[config.mk]
export PLATFORM = sky130hd
export DESIGN_NAME = tae_top
export DESIGN_NICKNAME = d
export VERILOG_FILES = /design/src/hdl/tae_pkg.sv /design/src/hdl/tae_top.sv
export SDC_FILE = /design/constraint.sdc
export NUM_CORES = 1
export LEC_CHECK = 0
export ABC_CLOCK_PERIOD_IN_PS = 4100
export BUFFER_PORTS_ARGS = -buffer_cell sky130_fd_sc_hd__buf_2
export CORE_ASPECT_RATIO = 1.5
export CORE_MARGIN = 1
export CORE_UTILIZATION = 45
export DETAILED_ROUTE_END_ITERATION = 10
export PLACE_DENSITY = 0.67
export RECOVER_POWER = 25
export SETUP_SLACK_MARGIN = 0.1
export SYNTH_ARGS = -nofsm -noshare
export SYNTH_HDL_FRONTEND = slang
export SYNTH_SLANG_ARGS = --single-unit
[constraint.sdc]
create_clock -name sys_clk -period 4.1 [get_ports sys_clk]
set_clock_uncertainty 0.15 [all_clocks]
set_input_delay 0.205 -clock sys_clk [delete_from_list [all_inputs] [get_ports sys_clk]]
set_output_delay 0.205 -clock sys_clk [all_outputs]
set_load 0.005 [all_outputs]
[src/hdl/tae_pkg.sv]
// Purpose: Shared constants and types for the thermal alarm event block.
// Assumes: 10 MHz system clock, 13-bit two's complement temperature.
// Notes:   Register pointers, config fields, masks and reset values live here.
`default_nettype none

package tae_pkg;
  // -------------------------------------------------------------------
  // Timing
  // -------------------------------------------------------------------
  localparam int CLK_HZ = 10_000_000;
  localparam int CONV_MS = 125;
  // Longest period rounds down to whole cycles
  localparam int CONV_CYCLES = CLK_HZ / 1000 * CONV_MS;

  // -------------------------------------------------------------------
  // Register pointers and bus address
  // -------------------------------------------------------------------
  localparam logic [7:0] PTR_CFG = 8'h01;
  localparam logic [7:0] PTR_UPPER = 8'h02;
  localparam logic [7:0] PTR_LOWER = 8'h03;
  localparam logic [7:0] PTR_CRIT = 8'h04;
  localparam logic [7:0] PTR_TEMP = 8'h05;
  localparam logic [3:0] ADDR_FIXED = 4'h3;

  // -------------------------------------------------------------------
  // Config fields, masks and reset values
  // -------------------------------------------------------------------
  localparam int CFG_MODE = 0;
  localparam int CFG_POL = 1;
  localparam int CFG_CRIT_ONLY = 2;
  localparam int CFG_EN = 3;
  localparam int CFG_CLR = 5;
  localparam int CFG_WLOCK = 6;
  localparam int CFG_CLOCK = 7;
  localparam int CFG_HYS_LO = 9;
  localparam int CFG_HYS_HI = 10;
  localparam logic [15:0] CFG_WMASK = 16'h06CF;
  localparam logic [15:0] LOCK_MASK = 16'h00C0;
  localparam logic [15:0] KEEP_MASK = 16'h0005;
  localparam logic [15:0] REG_RST = 16'h0000;
  localparam logic [12:0] TEMP_RST = 13'h0000;
  // Hysteresis in 1/16 degree steps: 0, 1.5, 3, 6 degrees
  localparam logic [12:0] HYS_0 = 13'h0000;
  localparam logic [12:0] HYS_1P5 = 13'h0018;
  localparam logic [12:0] HYS_3 = 13'h0030;
  localparam logic [12:0] HYS_6 = 13'h0060;

  // -------------------------------------------------------------------
  // Types
  // -------------------------------------------------------------------
  typedef struct packed {
    logic [2:0] addr;
    logic scl;
    logic sda;
  } tae_pins_t;
  localparam logic [4:0] PIN_IDLE = 5'h03;

  typedef enum logic [3:0] {
    S_IDLE, S_ADDR, S_AACK, S_PTR, S_PACK, S_WR, S_WACK, S_RD, S_RACK
  } tae_state_t;
endpackage

`default_nettype wire

[src/hdl/tae_top.sv]
// Purpose: Temperature alarm logic with serial register access.
// Assumes: adc_temp is valid on sys_clk; bus pins are asynchronous.
// Notes:   Alarm pin and data pin are open drain (output held low).
// Functional notes
// - Comparator mode alarms outside window, or above critical when critical-only.
// - Comparator mode alarm ignores register reads and writes.
// - Comparator alarm holds until temperature or new limits put it inside.
// - Interrupt mode alarms on every window bound crossing, either direction.
// - Writing one to clear-alarm bit drops interrupt alarm until next trigger.
// - Enabled alarm asserts at critical, holds until below critical less hysteresis.
// - Clear bit and alert response cannot drop alarm at or above critical.
// - After clearing upper crossing, rising past critical reasserts alarm.
// - Falling below critical drops interrupt alarm at once, no clear needed; a window crossing in the same conversion sets it instead.
// - In critical region alarm acts as comparator; mode bit ignored.
// - Temperature word bits 15, 14, 13 flag critical, above, below.
// - Hysteresis applies; critical releases only past trip less hysteresis, upper at it, lower trips only past bound less hysteresis.
// - Critical-only band ignores upper and lower bounds.
// - New limits take effect only at the next conversion.
// - A conversion completes at least every 125 ms.
// - Temperature read returns newest completed conversion.
// - Conversion mid-read does not change bytes being shifted out.
// - Upper bound at pointer 02h, lower at 03h, critical at 04h.
// - Interrupt-mode window alarm drops on clear-bit write or alert response.
// - Config bits select mode, band, hysteresis and two limit locks.
// - Config bits set polarity, enable, status and clear; pin off at reset.
// - Hysteresis field picks 0, 1.5, 3 or 6 degrees.
`default_nettype none

module tae_top #(
  parameter int unsigned CONV_CYCLES = tae_pkg::CONV_CYCLES
) (
  // Clock and reset
  input wire logic sys_clk,
  input wire logic rst_n,
  // Converter sample
  input wire logic [12:0] adc_temp,
  // Serial bus pins
  input wire logic scl_in,
  input wire logic sda_in,
  output logic sda_out,
  output logic sda_oe,
  input wire logic [2:0] addr_pins,
  // Alert response accepted by framing logic
  input wire logic alert_ack,
  // Alarm pin
  output logic alarm_out,
  output logic alarm_oe,
  // Conversion strobe
  output logic conv_done
);
  localparam logic [20:0] CONV_LAST = 21'(CONV_CYCLES - 1);

  // -------------------------------------------------------------------
  // Pin synchronisers
  // -------------------------------------------------------------------
  tae_pkg::tae_pins_t pin_raw, s1_ff, s2_ff, s3_ff, pin_ff, prv_ff, nxt_pin;
  assign pin_raw = {addr_pins, scl_in, sda_in};
  // A level is taken once the second and third stages agree
  assign nxt_pin = (s2_ff & s3_ff) | (pin_ff & (s2_ff | s3_ff));

  always_ff @(posedge sys_clk or negedge rst_n) begin
    if (!rst_n) begin
      s1_ff <= tae_pkg::PIN_IDLE;
      s2_ff <= tae_pkg::PIN_IDLE;
      s3_ff <= tae_pkg::PIN_IDLE;
      pin_ff <= tae_pkg::PIN_IDLE;
      prv_ff <= tae_pkg::PIN_IDLE;
    end else begin
      s1_ff <= pin_raw;
      s2_ff <= s1_ff;
      s3_ff <= s2_ff;
      pin_ff <= nxt_pin;
      prv_ff <= pin_ff;
    end
  end

  logic scl_rise, scl_fall, bus_start, bus_stop;
  // Bus events from the filtered levels
  assign scl_rise = pin_ff.scl & ~prv_ff.scl;
  assign scl_fall = ~pin_ff.scl & prv_ff.scl;
  assign bus_start = pin_ff.scl & prv_ff.scl & prv_ff.sda & ~pin_ff.sda;
  assign bus_stop = pin_ff.scl & prv_ff.scl & ~prv_ff.sda & pin_ff.sda;

  // -------------------------------------------------------------------
  // Serial slave
  // -------------------------------------------------------------------
  tae_pkg::tae_state_t state_ff, nxt_state;
  logic [3:0] cnt_ff, nxt_cnt;
  logic [7:0] sh_ff, nxt_sh, ptr_ff, nxt_ptr, msb_ff, nxt_msb;
  logic [15:0] tx_ff, nxt_tx, rd_word, wdata;
  logic oe_ff, nxt_oe, rw_ff, nxt_rw, nack_ff, nxt_nack, lsb_ff, nxt_lsb, wr_stb;
  logic addr_hit;
  assign addr_hit = sh_ff[7:1] == {tae_pkg::ADDR_FIXED, pin_ff.addr};
  assign wdata = {msb_ff, sh_ff};

  // Byte framing, acknowledge and shift control
  always_comb begin
    nxt_state = state_ff;
    nxt_cnt = cnt_ff;
    nxt_sh = sh_ff;
    nxt_tx = tx_ff;
    nxt_oe = oe_ff;
    nxt_ptr = ptr_ff;
    nxt_msb = msb_ff;
    nxt_rw = rw_ff;
    nxt_nack = nack_ff;
    nxt_lsb = lsb_ff;
    wr_stb = 1'b0;
    if (bus_stop) begin
      nxt_state = tae_pkg::S_IDLE;
      nxt_oe = 1'b0;
    end else if (bus_start) begin
      nxt_state = tae_pkg::S_ADDR;
      nxt_cnt = 4'h0;
      nxt_oe = 1'b0;
    end else if (scl_rise) begin
      nxt_sh = {sh_ff[6:0], pin_ff.sda};
      nxt_cnt = cnt_ff + 4'h1;
      if (state_ff == tae_pkg::S_RACK) nxt_nack = pin_ff.sda;
    end else if (scl_fall) begin
      case (state_ff)
        tae_pkg::S_ADDR: if (cnt_ff == 4'h8) begin
          nxt_state = addr_hit ? tae_pkg::S_AACK : tae_pkg::S_IDLE;
          nxt_oe = addr_hit;
          nxt_rw = sh_ff[0];
        end
        tae_pkg::S_AACK: begin
          nxt_cnt = 4'h0;
          nxt_state = rw_ff ? tae_pkg::S_RD : tae_pkg::S_PTR;
          nxt_tx = rd_word;
          nxt_oe = rw_ff & ~rd_word[15];
        end
        tae_pkg::S_PTR: if (cnt_ff == 4'h8) begin
          nxt_ptr = sh_ff;
          nxt_oe = 1'b1;
          nxt_state = tae_pkg::S_PACK;
        end
        tae_pkg::S_PACK: begin
          nxt_oe = 1'b0;
          nxt_cnt = 4'h0;
          nxt_lsb = 1'b0;
          nxt_state = tae_pkg::S_WR;
        end
        tae_pkg::S_WR: if (cnt_ff == 4'h8) begin
          nxt_oe = 1'b1;
          nxt_state = tae_pkg::S_WACK;
          wr_stb = lsb_ff;
          if (!lsb_ff) nxt_msb = sh_ff;
        end
        tae_pkg::S_WACK: begin
          nxt_oe = 1'b0;
          nxt_cnt = 4'h0;
          nxt_lsb = ~lsb_ff;
          nxt_state = tae_pkg::S_WR;
        end
        tae_pkg::S_RD: if (cnt_ff == 4'h8) begin
          nxt_oe = 1'b0;
          nxt_state = tae_pkg::S_RACK;
        end else begin
          nxt_tx = {tx_ff[14:0], 1'b0};
          nxt_oe = ~tx_ff[14];
        end
        tae_pkg::S_RACK: begin
          nxt_cnt = 4'h0;
          nxt_state = nack_ff ? tae_pkg::S_IDLE : tae_pkg::S_RD;
          nxt_tx = {tx_ff[14:0], 1'b0};
          nxt_oe = ~nack_ff & ~tx_ff[14];
        end
        default: nxt_state = tae_pkg::S_IDLE;
      endcase
    end
  end

  always_ff @(posedge sys_clk or negedge rst_n) begin
    if (!rst_n) begin
      state_ff <= tae_pkg::S_IDLE;
      {cnt_ff, sh_ff, ptr_ff, msb_ff} <= '0;
      {tx_ff, oe_ff, rw_ff, nack_ff, lsb_ff} <= '0;
    end else begin
      state_ff <= nxt_state;
      {cnt_ff, sh_ff, ptr_ff, msb_ff} <= {nxt_cnt, nxt_sh, nxt_ptr, nxt_msb};
      {tx_ff, oe_ff, rw_ff, nack_ff, lsb_ff} <= {nxt_tx, nxt_oe, nxt_rw, nxt_nack, nxt_lsb};
    end
  end
  assign sda_out = 1'b0;
  assign sda_oe = oe_ff;

  // -------------------------------------------------------------------
  // Register file
  // -------------------------------------------------------------------
  logic [15:0] cfg_ff, cfg_w, nxt_cfg, temp_word;
  logic [12:0] upper_ff, lower_ff, crit_lim_ff, temp_ff;
  logic wr_cfg, wr_up, wr_lo, wr_cr, clr_wr, alarm_act;
  logic crit_ff, above_ff, below_ff;
  // Pointer decode; locks guard the limit registers
  assign wr_cfg = wr_stb && ptr_ff == tae_pkg::PTR_CFG;
  assign wr_up = wr_stb && ptr_ff == tae_pkg::PTR_UPPER && !cfg_ff[tae_pkg::CFG_WLOCK];
  assign wr_lo = wr_stb && ptr_ff == tae_pkg::PTR_LOWER && !cfg_ff[tae_pkg::CFG_WLOCK];
  assign wr_cr = wr_stb && ptr_ff == tae_pkg::PTR_CRIT && !cfg_ff[tae_pkg::CFG_CLOCK];
  assign clr_wr = wr_cfg & wdata[tae_pkg::CFG_CLR];
  // Locks stick until reset; mode and band freeze while enabled
  assign cfg_w = (wdata & tae_pkg::CFG_WMASK) | (cfg_ff & tae_pkg::LOCK_MASK);
  assign nxt_cfg = cfg_ff[tae_pkg::CFG_EN] ?
      (cfg_w & ~tae_pkg::KEEP_MASK) | (cfg_ff & tae_pkg::KEEP_MASK) : cfg_w;
  assign temp_word = {crit_ff, above_ff, below_ff, temp_ff};

  always_ff @(posedge sys_clk or negedge rst_n) begin
    if (!rst_n) begin
      cfg_ff <= tae_pkg::REG_RST;
      {upper_ff, lower_ff, crit_lim_ff} <= '0;
    end else begin
      if (wr_cfg) cfg_ff <= nxt_cfg;
      if (wr_up) upper_ff <= wdata[12:0];
      if (wr_lo) lower_ff <= wdata[12:0];
      if (wr_cr) crit_lim_ff <= wdata[12:0];
    end
  end

  // Read select; bit 4 of config shows the live alarm state
  always_comb begin
    if (ptr_ff == tae_pkg::PTR_CFG) rd_word = {cfg_ff[15:5], alarm_act, cfg_ff[3:0]};
    else if (ptr_ff == tae_pkg::PTR_UPPER) rd_word = {3'h0, upper_ff};
    else if (ptr_ff == tae_pkg::PTR_LOWER) rd_word = {3'h0, lower_ff};
    else if (ptr_ff == tae_pkg::PTR_CRIT) rd_word = {3'h0, crit_lim_ff};
    else if (ptr_ff == tae_pkg::PTR_TEMP) rd_word = temp_word;
    else rd_word = 16'h0000;
  end

  // -------------------------------------------------------------------
  // Conversion timing and threshold evaluation
  // -------------------------------------------------------------------
  logic [20:0] conv_cnt_ff;
  logic tick, conv_ff, int_ff, nxt_int, crossing, nxt_crit, nxt_above, nxt_below;
  logic en, mode_int, crit_only, aoe_ff;
  logic [12:0] hys;
  logic signed [13:0] t_s, up_s, lo_s, cr_s, hys_s;
  assign tick = conv_cnt_ff == CONV_LAST;
  assign hys = cfg_ff[tae_pkg::CFG_HYS_HI:tae_pkg::CFG_HYS_LO] == 2'h0 ? tae_pkg::HYS_0 :
               cfg_ff[tae_pkg::CFG_HYS_HI:tae_pkg::CFG_HYS_LO] == 2'h1 ? tae_pkg::HYS_1P5 :
               cfg_ff[tae_pkg::CFG_HYS_HI:tae_pkg::CFG_HYS_LO] == 2'h2 ? tae_pkg::HYS_3 :
               tae_pkg::HYS_6;
  assign t_s = {adc_temp[12], adc_temp};
  assign up_s = {upper_ff[12], upper_ff};
  assign lo_s = {lower_ff[12], lower_ff};
  assign cr_s = {crit_lim_ff[12], crit_lim_ff};
  assign hys_s = {1'b0, hys};
  // Critical trips on the bound, upper past it; critical releases past it less hysteresis, upper at it; lower trips past it less hysteresis, releases at it
  assign nxt_crit = crit_ff ? !(t_s < cr_s - hys_s) : (t_s >= cr_s);
  assign nxt_above = above_ff ? !(t_s <= up_s - hys_s) : (t_s > up_s);
  assign nxt_below = below_ff ? !(t_s >= lo_s) : (t_s < lo_s - hys_s);
  assign en = cfg_ff[tae_pkg::CFG_EN];
  assign mode_int = cfg_ff[tae_pkg::CFG_MODE];
  assign crit_only = cfg_ff[tae_pkg::CFG_CRIT_ONLY];
  assign crossing = tick & ~crit_only & ((nxt_above ^ above_ff) | (nxt_below ^ below_ff));
  // A crossing beats a clear in the same cycle; critical exit clears at once
  assign nxt_int = crossing ? 1'b1 :
                   (tick & crit_ff & ~nxt_crit) ? 1'b0 :
                   (clr_wr | alert_ack) ? 1'b0 : int_ff;
  // Critical term bypasses mode and clears; window term follows mode
  assign alarm_act = en & (crit_ff | (~crit_only &
                     (mode_int ? int_ff : (above_ff | below_ff))));

  // Flags and sample move only on a completed conversion
  always_ff @(posedge sys_clk or negedge rst_n) begin
    if (!rst_n) begin
      conv_cnt_ff <= '0;
      {conv_ff, int_ff, aoe_ff, crit_ff, above_ff, below_ff} <= '0;
      temp_ff <= tae_pkg::TEMP_RST;
    end else begin
      conv_cnt_ff <= tick ? 21'h000000 : conv_cnt_ff + 21'h000001;
      conv_ff <= tick;
      int_ff <= nxt_int;
      aoe_ff <= en & (alarm_act ^ cfg_ff[tae_pkg::CFG_POL]);
      if (tick) begin
        {crit_ff, above_ff, below_ff} <= {nxt_crit, nxt_above, nxt_below};
        temp_ff <= adc_temp;
      end
    end
  end
  assign conv_done = conv_ff;
  assign alarm_out = 1'b0;
  assign alarm_oe = aoe_ff;
endmodule

`default_nettype wire

==> results.cfg <==
[logic_synthesis]
synth_edf_count = 0
synth_top_flop_cell = dfrtp_1
ys_ff_latch = 157
ys_seq_area_frac = 0.406
syn_area_per_cell_um2 = 9.43
ys_warn_count = 0
synthArstFlopShare = 1.00
ys_types = 74
synth_cells = 1030
synth_area_mm2 = 0.00971

[run]
cap_violations = 1

[power_and_ir_drop]
total_leakage_power_nw = 4.70
ir_drop_v = 0.000283
power_density_mw_per_mm2 = 334
finalPower_mw = 3.66

[cts]
cts_max_path_buffers = 2
clk_latency_ns = 0.44
clock_sinks = 157
tritoncts = built
root_buffer = clkbuf_16
numCtsBuffers = 17
path_clk_slew_ns = 0.06
htreeDepth = 4

[critical_path]
arrival_ns = 3.90
path_class = reg2reg
crit_path_end_kind = flop
start_kind = flop
required_ns = 4.26
crit_fanout = 4

[global_routing]
grt_max_degree = 85
grt_pass1_wl_um = 41700
grt_use_total = 0.250
overflow = 0
grt_pass1_vias = 7908
antenna_found_initial = 0

[layout]
finalInstanceArea_mm2 = 0.0110
layout-drive-gt1-share = 0.138
finalNetCount = 1191
antenna_cells = 0
syn2layout_area_growth_pct = 12.9

[die]
num_rows = 65
fp.dieW_um = 122
io-pin-count = 26
design.core.area_mm2 = 0.0211
die-area_mm2 = 0.0222
start_util = 0.461
dieHeight_um = 182

[status]
outcome = finished, violations left
violations = capacitance limit, slew limit

[hold_path]
hold_path.class = in2reg

[timing]
setup-violations-final = 0
rsz0062_at_grt = false
finalCritPeriodShare = 0.913
timing.fmax_mhz = 267
finalHoldViolations = 0
drv_slew = 85
period_needed_ns = 3.74
slew_headroom = -0.432
worst_pin_slew_ns = 2.15

[drt]
drtIter0Drc = 450
wl_um = 25800
drt-wirelength-per-cell_um = 19.0
drc = 0
drtPass1Iterations = 5
viasPerCell = 5.72
vias = 7750
antenna_left = 0

[place]
hpwl_um = 19100
dpl_cell_area_mm2 = 0.0101
portBuffers = 23
place_congestion = 0.949
[cells in the final DEF (no fill, tap or decap), drive strengths merged, types with 19 or more instances in the layout]
master / n
dlygate4sd3: 19
nand2: 149
mux2: 34
nor2b: 19
nand3: 30
inv: 69
nor2: 53
buf: 43
clkbuf: 23
dfrtp: 147
ha: 93
a21oi: 75
xnor2: 29
o21ai: 76
[critical path: stages (launching register included)]
cell and delay [ns]:
dfrtp_1 0.40, inv_1 0.11, ha_2 0.23, ha_1 0.18, inv_1 0.05, fa_1 0.39
a21oi_1 0.15, nor2_1 0.06, nor2_2 0.15, nand3_2 0.14, nor3_4 0.21, xnor2_1 0.15
ha_1 0.27, a21oi_1 0.16, nor2b_1 0.06, o22ai_1 0.13, o2111a_1 0.23, o41ai_4 0.10
a22oi_1 0.18, o41ai_1 0.10
[sequential cells by signal (all words and copies together), names as in the netlist, 2 cells and up]
register and cells:
prv_ff 2, s1_ff 5, lower_ff 13, s2_ff 5, crit_lim_ff 13, state_ff 4, sh_ff 8, upper_ff 13
cnt_ff 4, pin_ff 5, ptr_ff 8, s3_ff 5, temp_ff 13, conv_cnt_ff 21, tx_ff 15, cfg_ff 8
msb_ff 5
[final cells by class]
type | count | area (µm²)
well taps | 268 | 335
inverters | 64 | 240
repair buffers | 63 | 475
multi-input cells | 771 | 5400
clock buffers | 22 | 464
fillers | 1907 | 10100
clock inverters | 10 | 104
flip-flops and latches | 157 | 3940
[worst paths after layout]
kind                             from      endpoint  slack [ns]  cells past startpoint
max in group asynchronous       rst_n     prv_ff[1]        1.70                      3
max                        cfg_ff[10]        int_ff        0.36                     19
max reg2reg                cfg_ff[10]        int_ff        0.36                     19
min in group asynchronous       rst_n  lower_ff[11]        0.76                      2
min                         alert_ack        int_ff        0.20                      5
min reg2reg                  s1_ff[3]      s2_ff[3]        0.20                      0
[synth_stat cells, types with 5 or more instances]
cell | number | area, µm²
clkbuf_1 | 21 | 78.8
nor2_1 | 51 | 191
maj3_1 | 5 | 50.1
nor2b_1 | 19 | 119
dfrtp_1 | 147 | 3680
a21o_1 | 9 | 67.6
o21ai_2 | 8 | 70.1
or3_1 | 6 | 37.5
nand3_1 | 30 | 150
a21oi_1 | 75 | 375
xor2_1 | 15 | 131
or4_1 | 5 | 37.5
xnor2_1 | 29 | 254
o211ai_1 | 12 | 90.1
nand2_1 | 147 | 552
inv_1 | 63 | 236
o21ai_0 | 68 | 340
nor4_1 | 10 | 62.6
o21a_1 | 5 | 37.5
a211oi_1 | 5 | 37.5
ha_1 | 93 | 1160
and3_1 | 9 | 56.3
nand4_1 | 13 | 81.3
a31oi_1 | 7 | 43.8
nand2b_1 | 13 | 81.3
mux2i_1 | 16 | 160
mux2_2 | 33 | 372
a22o_1 | 9 | 78.8
buf_2 | 10 | 50.1
nor3_1 | 13 | 65.1
o22ai_1 | 8 | 50.1
dfstp_2 | 10 | 263
[per-layer routing]
layer | GRT usage | share of wire | vias to the layer above
met5 | 0 | 0 | -
met1 | 0.284 | 0.40 | 3751
met3 | 0.0455 | 0.039 | 81
li1 | - | - | 3713
met4 | 0.143 | 0.053 | 0
met2 | 0.434 | 0.51 | 205
[through the flow]
step | TNS [ns] | utilization | setup WS [ns] | instances | hold slack (ns)
after floorplan | 0 | - | 0.588 | 1031 | -0.241
after global placement | 0 | 0.481 | 0.136 | 1303 | 0.160
after detailed placement | -0.00176 | 0.481 | -0.00176 | 1303 | 0.157
after CTS | 0 | 0.518 | 0.103 | 1354 | 0.179
after global routing | 0 | 0.520 | 0.0810 | 1355 | 0.209
final | 0 | 0.520 | 0.358 | 1355 | 0.197
[timing repair]
action	4_1_cts	5_1_grt
hold buffers	19	0
gates resized for setup	1	15
setup buffers	0	1
pin swaps	0	0
hold endpoints to repair	96	0
endpoints found under the setup margin	2	4
[where the power goes]
| group | internal (mW) | switching, mW | total (mW) |
|---|---|---|---|
| combinational | 0.144 | 0.180 | 0.324 |
| sequential | 1.61 | 0.167 | 1.78 |
| clock | 0.878 | 0.679 | 1.56 |
| total | 2.63 | 1.03 | 3.66 |
[logic make-up (layout without fill, tap and decap cells)]
group	count (synthesis)	after routing	share of synthesized area
flip-flops	157	157	0.406
other	1	2	0.000386
buffers and inverters	103	159	0.0450
AND/OR/NAND/NOR	346	346	0.179
XOR/XNOR	44	44	0.0397
multiplexers	50	50	0.0563
AO/OA/AOI/OAI	228	228	0.143
adder cells (fa/ha/maj)	101	101	0.131
(Power assumes the default switching activity.)
